File: config.mk
export PLATFORM = sky130hd
export DESIGN_NAME = status_lamps
export DESIGN_NICKNAME = d
export VERILOG_FILES = /design/src/design/lamp_pkg.sv /design/src/design/status_lamps.sv
export SDC_FILE = /design/constraint.sdc
export NUM_CORES = 1
export LEC_CHECK = 0
export BUFFER_PORTS_ARGS = -buffer_cell sky130_fd_sc_hd__clkbuf_2
export CAP_MARGIN = 20
export CORE_ASPECT_RATIO = 0.9
export CORE_MARGIN = 2
export CORE_UTILIZATION = 56
export CTS_CLUSTER_SIZE = 28
export DETAILED_ROUTE_END_ITERATION = 16
export HOLD_SLACK_MARGIN = 0.03
export PLACE_DENSITY = 0.88
export SLEW_MARGIN = 10
export SYNTH_ARGS = -nofsm -noshare
export SYNTH_HDL_FRONTEND = slang
export SYNTH_SLANG_ARGS = --single-unit
File: constraint.sdc
create_clock -name clk -period 2.35 [get_ports clk]
set_input_delay 0.47 -clock clk [delete_from_list [all_inputs] [get_ports clk]]
set_output_delay 0.47 -clock clk [all_outputs]
set_load 0.03 [all_outputs]
File: src/design/lamp_pkg.sv
// Purpose: Shared constants and carrier types for the status lamp block
// Assumes: 100 MHz system clock, 32-bit classic Wishbone register access
// Notes: Offsets are byte addresses of aligned words
package lamp_pkg;
  // ==========================================================
  // Clock and timing
  // ==========================================================
  localparam int CLK_HZ = 100_000_000;
  localparam int BLINK_MS = 250;                       // Half period of flashing
  localparam int BLINK_CYC = CLK_HZ / 1000 * BLINK_MS;
  localparam int STRETCH_MS = 50;                      // Least activity lamp hold, gated by the blink phase
  localparam int STRETCH_CYC = CLK_HZ / 1000 * STRETCH_MS;
  localparam int TEST_MS = 1000;                       // Power-up lamp test length
  localparam int TEST_CYC = CLK_HZ / 1000 * TEST_MS;
  localparam int BURST_LIMIT = 8;                      // Errors in a row giving solid red
  // ==========================================================
  // Register map
  // ==========================================================
  localparam logic [7:0] OFS_CTRL = 8'h00;   // Control bits
  localparam logic [7:0] OFS_STAT = 8'h04;   // Live state, read only
  localparam logic [7:0] OFS_IRQ = 8'h08;    // Sticky events, write one to clear
  localparam logic [7:0] OFS_MASK = 8'h0C;   // Interrupt mask
  localparam logic [31:0] CTRL_RST = 32'h0000_0000;
  localparam logic [31:0] MASK_RST = 32'h0000_0000;
  localparam int CTRL_VARIANT = 0;           // Variant lamp encoding select
  localparam int CTRL_PASSTHRU = 1;          // Debug pass-through active
  localparam int CTRL_ROLE_SLAVE = 2;        // Slave/adapter/server role
  localparam int IRQ_FAULT = 0;              // Program failure seen
  localparam int IRQ_APP_ERR = 1;            // Application error seen
  localparam int IRQ_PORT_ERR = 2;           // Any port error seen
  // ==========================================================
  // Carrier types
  // ==========================================================
  typedef struct packed {
    logic [31:0] adr;
    logic [31:0] dat;
    logic [3:0] sel;
    logic we;
    logic cyc;
    logic stb;
  } wb_req_t;
  typedef struct packed {
    logic [31:0] dat;
    logic ack;
  } wb_rsp_t;
  typedef struct packed {
    logic power;
    logic fault;
    logic cfg;
    logic app_err;
  } lamps_t;
endpackage

File: src/design/status_lamps.sv
// Purpose: Front-panel status lamp drive for a serial protocol gateway
// Assumes: Event inputs come from logic on clk; reset button is a pin
// Notes: Lamps are active high; outputs all come from flip-flops
// What this block does
// Fault lamp solid red after program failure, until reset
// Config lamp amber while configuration mode lasts
// Config mode after power-up, reset button, boot command
// App error lamp flashes while any error present
// Error flag cleared per command or receipt
// Recurring errors show app error lamp solid
// Port activity lamp flashes during transfers
// Port error lamp red on communication error
// Brief lamp test shortly after power-up
// Variant: fault plus config shows pass-through
// Variant: fault alone shows critical failure
// Each port has own independent two lamps
// One blink generator; activity pulses stretched
//
// The implementer's own choices: the Wishbone slave port and the address map.
`timescale 1ns/1ps
`default_nettype none
module status_lamps
  import lamp_pkg::*;
#(
  parameter int NPORTS = 4,
  parameter int BLINK_COUNT = BLINK_CYC,
  parameter int STRETCH_COUNT = STRETCH_CYC,
  parameter int TEST_COUNT = TEST_CYC
) (
  input wire logic clk,
  input wire logic arst_n,
  input wire logic ce,
  input wire logic reset_button_n,        // Pin, synchronised here
  input wire logic prog_failed,           // Control program failed or terminated
  input wire logic cfg_busy,              // Load, apply and init in progress
  input wire logic boot_cmd,              // Cold or warm boot command pulse
  input wire logic cmd_start,             // Master/client command attempt pulse
  input wire logic data_rx,               // Slave/server data receipt pulse
  input wire logic app_err_evt,           // Application error pulse
  input wire logic [NPORTS-1:0] port_tx,  // Per-port transmit activity
  input wire logic [NPORTS-1:0] port_rx,  // Per-port receive activity
  input wire logic [NPORTS-1:0] port_err, // Per-port communication error pulse
  input wire wb_req_t wb_req,
  output wb_rsp_t wb_rsp,
  output lamps_t lamps,
  output logic [NPORTS-1:0] port_activity_lamp,
  output logic [NPORTS-1:0] port_error_lamp,
  output logic irq
);
  // ==========================================================
  // State
  // ==========================================================
  typedef enum logic [1:0] {ST_TEST, ST_CFG, ST_RUN} mode_t;
  typedef struct packed {
    logic [1:0] btn_sync;                 // Reset button synchroniser
    logic btn_prev;                       // Last synchronised level
    mode_t mode;                          // Lamp test, config, run
    logic cfg_seen;                       // Config work has begun
    logic [31:0] test_cnt;                // Lamp test countdown
    logic [31:0] blink_cnt;               // Blink generator count
    logic blink;                          // Blink phase
    logic fault;                          // Latched program failure
    logic err_flag;                       // Application error flag
    logic [3:0] err_run;                  // Errors since a clear that found the flag already clear
    logic [NPORTS-1:0][31:0] act_cnt;     // Activity stretch counters
    logic [NPORTS-1:0][31:0] perr_cnt;    // Error stretch counters
    logic [31:0] ctrl;
    logic [31:0] irq_stat;
    logic [31:0] mask;
    wb_rsp_t rsp;
    lamps_t lamps;
    logic [NPORTS-1:0] act_lamp;
    logic [NPORTS-1:0] err_lamp;
    logic irq;
  } state_t;
  state_t s_reg, s_next;
  // Bus decode, button edge, error burst and event helpers
  logic bus_hit;
  logic bus_wr;
  logic [31:0] wmask;
  logic [31:0] rdata;
  logic btn_press;
  logic err_solid;
  logic [31:0] ev;
  always_comb begin
    bus_hit = wb_req.cyc && wb_req.stb && !s_reg.rsp.ack;
    bus_wr = bus_hit && wb_req.we;
    wmask = {{8{wb_req.sel[3]}}, {8{wb_req.sel[2]}}, {8{wb_req.sel[1]}}, {8{wb_req.sel[0]}}};
    btn_press = s_reg.btn_prev && !s_reg.btn_sync[1];
    err_solid = (s_reg.err_run >= 4'(BURST_LIMIT));
  end
  // ==========================================================
  // Next state
  // ==========================================================
  always_comb begin
    s_next = s_reg;
    // Button synchroniser, second stage feeds the edge detector
    s_next.btn_sync = {s_reg.btn_sync[0], reset_button_n};
    s_next.btn_prev = s_reg.btn_sync[1];
    // Single blink generator for every flashing lamp
    if (s_reg.blink_cnt >= 32'(BLINK_COUNT - 1)) begin
      s_next.blink_cnt = '0;
      s_next.blink = !s_reg.blink;
    end else begin
      s_next.blink_cnt = s_reg.blink_cnt + 32'd1;
    end
    // Program failure latches until reset
    if (prog_failed) begin
      s_next.fault = 1'b1;
    end
    // Mode sequencing
    case (s_reg.mode)
      ST_TEST: begin
        // Lamp test then configuration
        if (s_reg.test_cnt == '0) begin
          s_next.mode = ST_CFG;
          s_next.cfg_seen = 1'b0;
        end else begin
          s_next.test_cnt = s_reg.test_cnt - 32'd1;
        end
      end
      ST_CFG: begin
        // Leave once config work has started and ended
        if (cfg_busy) begin
          s_next.cfg_seen = 1'b1;
        end else if (s_reg.cfg_seen) begin
          s_next.mode = ST_RUN;
        end
      end
      ST_RUN: begin
        if (boot_cmd) begin
          s_next.mode = ST_CFG;
          s_next.cfg_seen = 1'b0;
        end
      end
      default: begin
        s_next.mode = ST_CFG;
      end
    endcase
    // Reset button restarts configuration and clears the fault
    if (btn_press) begin
      s_next.mode = ST_CFG;
      s_next.cfg_seen = 1'b0;
      s_next.fault = 1'b0;
    end
    // Application error flag; error wins over same-cycle clear
    if (app_err_evt) begin
      s_next.err_flag = 1'b1;
      if (!err_solid) begin
        s_next.err_run = s_reg.err_run + 4'd1;
      end
    end else if (s_reg.ctrl[CTRL_ROLE_SLAVE] ? data_rx : cmd_start) begin
      s_next.err_flag = 1'b0;
      if (!s_reg.err_flag) begin
        s_next.err_run = '0;
      end
    end
    // Per-port stretchers
    for (int i = 0; i < NPORTS; i++) begin
      if (port_tx[i] || port_rx[i]) begin
        s_next.act_cnt[i] = 32'(STRETCH_COUNT);
      end else if (s_reg.act_cnt[i] != '0) begin
        s_next.act_cnt[i] = s_reg.act_cnt[i] - 32'd1;
      end
      if (port_err[i]) begin
        s_next.perr_cnt[i] = 32'(STRETCH_COUNT);
      end else if (s_reg.perr_cnt[i] != '0) begin
        s_next.perr_cnt[i] = s_reg.perr_cnt[i] - 32'd1;
      end
    end
    // Lamp outputs
    s_next.lamps.power = 1'b1;
    if (s_reg.mode == ST_TEST) begin
      s_next.lamps.fault = 1'b1;
      s_next.lamps.cfg = 1'b1;
      s_next.lamps.app_err = 1'b1;
      s_next.act_lamp = '1;
      s_next.err_lamp = '1;
    end else begin
      if (s_reg.ctrl[CTRL_VARIANT] && s_reg.ctrl[CTRL_PASSTHRU]) begin
        s_next.lamps.fault = 1'b1;
        s_next.lamps.cfg = 1'b1;
      end else if (s_reg.ctrl[CTRL_VARIANT] && s_reg.fault) begin
        s_next.lamps.fault = 1'b1;
        s_next.lamps.cfg = 1'b0;
      end else begin
        s_next.lamps.fault = s_reg.fault;
        s_next.lamps.cfg = (s_reg.mode == ST_CFG);
      end
      s_next.lamps.app_err = err_solid || (s_reg.err_flag && s_reg.blink);
      for (int i = 0; i < NPORTS; i++) begin
        s_next.act_lamp[i] = (s_reg.act_cnt[i] != '0) && s_reg.blink;
        s_next.err_lamp[i] = (s_reg.perr_cnt[i] != '0);
      end
    end
    // Sticky event bits; set beats write-one-to-clear
    ev = '0;
    ev[IRQ_FAULT] = prog_failed;
    ev[IRQ_APP_ERR] = app_err_evt;
    ev[IRQ_PORT_ERR] = |port_err;
    // Register access, one-cycle ack
    rdata = '0;
    case (wb_req.adr[7:0])
      OFS_CTRL: rdata = s_reg.ctrl;
      OFS_STAT: rdata = {26'd0, err_solid, s_reg.err_flag, s_reg.fault, s_reg.mode == ST_CFG,
                         s_reg.mode == ST_TEST, 1'b0};
      OFS_IRQ: rdata = s_reg.irq_stat;
      OFS_MASK: rdata = s_reg.mask;
      default: rdata = '0;
    endcase
    s_next.rsp.ack = bus_hit;
    s_next.rsp.dat = bus_hit ? rdata : '0;
    s_next.irq_stat = s_reg.irq_stat;
    if (bus_wr) begin
      case (wb_req.adr[7:0])
        OFS_CTRL: s_next.ctrl = (s_reg.ctrl & ~wmask) | (wb_req.dat & wmask);
        OFS_IRQ: s_next.irq_stat = s_reg.irq_stat & ~(wb_req.dat & wmask);
        OFS_MASK: s_next.mask = (s_reg.mask & ~wmask) | (wb_req.dat & wmask);
        default: begin
        end
      endcase
    end
    s_next.irq_stat = s_next.irq_stat | ev;
    // A set mask bit blocks its event from the interrupt line
    s_next.irq = |(s_reg.irq_stat & ~s_reg.mask);
  end
  // ==========================================================
  // State register
  // ==========================================================
  always_ff @(posedge clk or negedge arst_n) begin
    if (!arst_n) begin
      s_reg <= '0;
      s_reg.btn_sync <= 2'b11;
      s_reg.btn_prev <= 1'b1;
      s_reg.mode <= ST_TEST;
      s_reg.test_cnt <= 32'(TEST_COUNT);
      s_reg.ctrl <= CTRL_RST;
      s_reg.mask <= MASK_RST;
    end else if (ce) begin
      s_reg <= s_next;
    end
  end
  assign wb_rsp = s_reg.rsp;
  assign lamps = s_reg.lamps;
  assign port_activity_lamp = s_reg.act_lamp;
  assign port_error_lamp = s_reg.err_lamp;
  assign irq = s_reg.irq;
endmodule
`default_nettype wire

# Word level (Yosys, flattened, before mapping)
# Cells that the tools add are included.
totals:
  reg_bits: 475
  inputBits: 93
  out_inout_bits: 46
  elab_cells: 167
classes:
  n_addsub: 11
  order_cmp: 2
  eq_ne: 12
  mux: 40
  bitwise_logic: 12
  n_reduce_logical: 60
ops:
  columns: ["cell", "count"]
  rows:
  - ["two-way mux 32 bit", 20]
  - ["subtractor 32 x 1 -> 32 bit (second input constant)", 9]
  - ["nonzero test 32 bit", 8]
  - ["AND 32 bit", 5]
  - ["one-hot mux 32 bit (4 select lines)", 1]
  - ["inverter 32 bit", 3]
  - ["two-way mux 64 bit", 1]
  - ["OR 32 bit", 2]
  - ["adder 32 x 1 -> 32 bit (second input constant)", 1]
  - ["greater-or-equal comparator 32 x 25 -> 1 bit (second input constant)", 1]
  - ["zero test 32 bit", 1]
  - ["OR 32 x 3 -> 32 bit", 1]
  - ["OR reduction 32 bit", 1]
  - ["AND reduction 2 bit", 11]
  - ["nonzero test 2 bit", 10]
  - ["equality test 8 x 4 -> 1 bit (second input constant)", 2]
  - ["inequality test 3 bit (second input constant)", 5]
  - ["logical AND 1 bit", 11]
  - ["two-way mux 11 bit", 1]
  - ["two-way mux 5 bit", 2]
  - ["AND reduction 5 bit", 2]
  - ["two-way mux 3 bit", 3]
  - ["AND reduction 3 bit", 3]
  - ["equality test 8 x 3 -> 1 bit (second input constant)", 1]
  - ["other kinds (18)", 32]

# Depth between registers and ports, before layout
depth:
  ltp_word: 6
  ltp_mapped: 9
  ltp_nobuf: 7

# Worst setup path before layout
# OpenSTA, ideal clock, no wires.
synth_path:
  kind: "input to register"
  startpoint: "input wb_req[40] (netlist name)"
  endpoint: "register (tool-made name)"
  setup_time_ps: 125
  arrival_time_ps: 2572
  required_ps: 2225
  slack_ps: -347
  cell_stages: 8
  path_buffers: 3
  path_cell_list: "or4_1 -> or4_1 -> clkbuf_1 -> nor3_1 -> buf_2 -> and2_1 -> buf_2 -> mux2_2"
synth_rtl:
  columns: ["element", "line", "rtl"]
  rows:
  - ["start: declaration", "status_lamps.sv:43", "input wire wb_req_t wb_req,"]

# Worst setup path in the final report
layout_path:
  startpoint: "register s_reg[367] (netlist name)"
  endpoint: "register s_reg[385] (netlist name)"
layout_via:
  elab_chain_len: 3
  elab_cells_between_ends: 6
  classes_between: "add/sub (1); mux (2); reduce/logical (3)"
layout_lines:
  columns: ["element", "line", "rtl"]
  rows:
  - ["start: declaration", "status_lamps.sv:76", "state_t s_reg, s_next;"]
  - ["start signal: assignment", "status_lamps.sv:240", "s_reg <= s_next;"]
  - ["subtractor 32 x 1 -> 32 bit / nonzero test 32 bit (equally long branches)", "status_lamps.sv:163, status_lamps.sv:162", null]
  - ["two-way mux 32 bit / nonzero test 2 bit (equally long branches)", null, null]
  - ["two-way mux 32 bit / AND reduction 2 bit (equally long branches)", null, null]
# Parallel ways exist; a longest one is shown, timed or not. The select of a mux whose other input is x is not followed.
# A chain may end at the register's enable or synchronous reset.

==> results.yml <==
sta:
  fmaxAchievable_mhz: 390.4
  finalClockSkew_ns: 0.02571
  slew_viol_final: 0
  worst_slack_ns: -0.2114
  fin_tns_setup_ns: -6.060
  period_share_pct: 109.0
  worstMarginPinSlew_ns: 0.7985
  hold_ws_ns: 0.07100
  fin_crit_ns: 2.561
  maxSlewHeadroom_pct: 46.64
  rsz0062_at_grt: "yes"
  setup_viol: 70
  hold_viol_final: 0
worst_setup_path:
  worstSetupPathType: "reg -> reg"
  crit_required_ns: 2.83
  critPathMaxFanout: 5
  cp-start-kind: "flip-flop"
  rr_worst_depth: 7
  r2r_slack_ns: -0.21
  r2r-start: "s_reg[367]$_DFFE_PN0P_"
  endpoint: "s_reg[385]$_DFFE_PN0P_"
  r2r-end: "s_reg[385]$_DFFE_PN0P_"
  crit_arrival_ns: 3.04
  crit_path_start: "s_reg[367]$_DFFE_PN0P_"
  end_kind: "flip-flop"
die:
  rows: 73
  initial_core_util_pct: 56.90
  core_um2: 44300
  io_pins: 139
  die_area_um2: 46720
  die_h_um: 205.3
  die_w_um: 227.6
placement:
  hpwlAfterDp_um: 48130
  port_buffers: 114
  placed_cells: 3481
  place.gp.congestion: 0.9229
  placed_cell_area_um2: 28460
synthesis:
  synth_common_cells: "460 x dfrtp_1, 244 x nor2_1, 163 x nand2_1"
  synthTopCellsByArea: "dfrtp_1 46%, nor2_1 3.6%, a21oi_1 3.2%"
  synthDistinctLibCells: 90
  yosys.area.top_type: "dfrtp_1"
  avgSynthCellArea_um2: 9.631
  synth_flop_cell: "dfrtp_1"
  async_reset_ff_share_pct: 100.0
  syn_area_um2: 25210
  syn_nets: 2726
  seq_area_frac_synth_pct: 47.23
  syn-instance-count: 2617
  ys_warn_count: 0
  synth.top_cell.area_share_pct: 45.67
  synthMostInstantiatedCell: "dfrtp_1"
  ys_ff_latch: 475
  synth_enable_flop_cells: 0
global_route:
  antenna_found_initial: 1
  grt_use_total_pct: 31.58
  grt_max_degree: 86
  grt_pass1_wl_um: 120900
  grt-ovfl-total: 0
  grt_pass1_vias: 23860
pwr:
  power_w: 0.02301
  ir_worst_vdd_mv: 0.6173
  leakagePower_nw: 13.65
  p_per_area_nw_per_um2: 725.7
status:
  status: "complete, but fails checks"
  violations: "setup timing"
cells_and_area:
  layout.nets: 3089
  fillCellCount: 2681
  fin_cells: 3622
  drive_above_1_share_pct: 29.21
  area_growth_pct: 25.79
  final_area_um2: 31710
clock_tree:
  cts_made_buffers: 47
  clk_latency_ns: 0.61
  clk_pin_slew_ns: 0.06
  tritoncts: "yes"
  cts.htree.levels: 2
  cts.sinks: 475
  clockRootBuffer: "clkbuf_16"
  cts_buffer_depth: 3
route:
  vias: 24800
  detail-route-antenna-nets: 0
  drc: 0
  drt-initial-drc-count: 3227
  drtPass1Iterations: 6
  wl_um: 78700
  wl_per_cell_um: 21.73
  vias_per_cell: 6.847
min_path:
  holdCritPathClass: "in -> reg"
job:
  max-cap-violations: 0
==> final cells by class <==
type | count | area, µm² | area share (%)
sequential | 475 | 11910 | 37.55
clock inverter | 25 | 379.1 | 1.196
timing repair buffer | 485 | 3630 | 11.45
inverter | 82 | 310.3 | 0.9787
antenna | 3 | 7.507 | 0.02368
multi-input combinational | 1889 | 13380 | 42.19
clock buffer | 63 | 1346 | 4.246
tap | 600 | 750.7 | 2.368
==> metal layers <==
metal	up-vias	GRT usage, %	routed length [µm]
met4	0	14.29	3746
met3	417	4.998	6857
met5	-	0	0
met1	12150	41.03	29820
li1	10530	-	-
met2	1708	52.24	38280
==> layout by cell type, fill, tap and decap left out, types with 34 or more instances in the layout <==
master | synthesis | layout
clkbuf_2 | 1 | 112
nor3_1 | 86 | 78
or4_4 | 2 | 34
o31ai_1 | 58 | 49
o2bb2ai_1 | 36 | 36
dfrtp_1 | 460 | 460
xor2_1 | 49 | 49
a21oi_1 | 160 | 139
o21ai_0 | 90 | 69
nand4_1 | 50 | 50
nor2_1 | 244 | 239
or3_1 | 90 | 75
or4_1 | 92 | 60
mux2_2 | 59 | 45
mux2i_1 | 46 | 46
inv_1 | 82 | 77
nor4_1 | 75 | 52
clkbuf_16 | 0 | 47
nand2_1 | 163 | 154
buf_4 | 45 | 330
xnor2_1 | 41 | 41
nand3_1 | 105 | 97
==> worst min-delay path by stage <==
stage | start | to | slack [ns] | cells past startpoint
6_report | wb_req[24] | s_reg[95]$_DFFE_PN0P_ | 0.07 | 2
5_1_grt | wb_req[25] | s_reg[96]$_DFFE_PN0P_ | 0.08 | 2
4_1_cts | wb_req[24] | s_reg[95]$_DFFE_PN0P_ | 0.06 | 2
3_5_place_dp | arst_n | s_reg[282]$_DFFE_PN0P_ | 0.32 | 1
3_3_place_gp | arst_n | s_reg[282]$_DFFE_PN0P_ | 0.32 | 1
2_1_floorplan | arst_n | async pin | 0.17 | 0
==> per-stage QoR <==
step / utilization, % / setup WS (ns)
after floorplan: - / -0.2219
after global placement: 64.25 / -0.4287
after detailed placement: 64.25 / -0.5178
after CTS: 69.25 / -0.1018
after global routing: 71.56 / -0.2482
final: 71.57 / -0.2114
==> kinds of logic (layout without fill, tap and decap cells) <==
group / Yosys count / after routing / share of synthesized area, %
simple gates: 1087 / 1087 / 23.58
compound gates: 585 / 586 / 15.81
flops: 475 / 475 / 47.23
buf+inv: 254 / 655 / 4.542
mux: 110 / 110 / 4.909
xor+xnor: 90 / 90 / 3.127
fa+ha+maj: 16 / 16 / 0.7942
other cells: 0 / 3 / 0
==> what timing repair did <==
| item | CTS | global route |
|---|---|---|
| hold endpoints to repair | 65 | 0 |
| gates cloned | 2 | 3 |
| setup endpoints to repair | 169 | 220 |
| pin swaps | 33 | 87 |
| buffers inserted | 13 | 32 |
| hold buffers | 1 | 0 |
| gates resized for setup | 87 | 175 |
==> critical path, cell delays in order (launching register included) <==
cell and delay (ns):
dfrtp_1 0.42, inv_2 0.09, ha_4 0.13, or3b_4 0.37
or4_4 0.52, or4_4 0.62, a31oi_1 0.20, o21ai_1 0.08
==> power breakdown <==
group | leakage [nW] | total [W] | internal, W | switching [W]
clock | 0.837 | 0.00840 | 0.00495 | 0.00346
combinational | 6.85 | 0.00478 | 0.00201 | 0.00276
sequential | 5.96 | 0.00983 | 0.00895 | 0.000881
total | 13.7 | 0.0230 | 0.0159 | 0.00710
No activity file was read; power rests on OpenSTA's default activity.
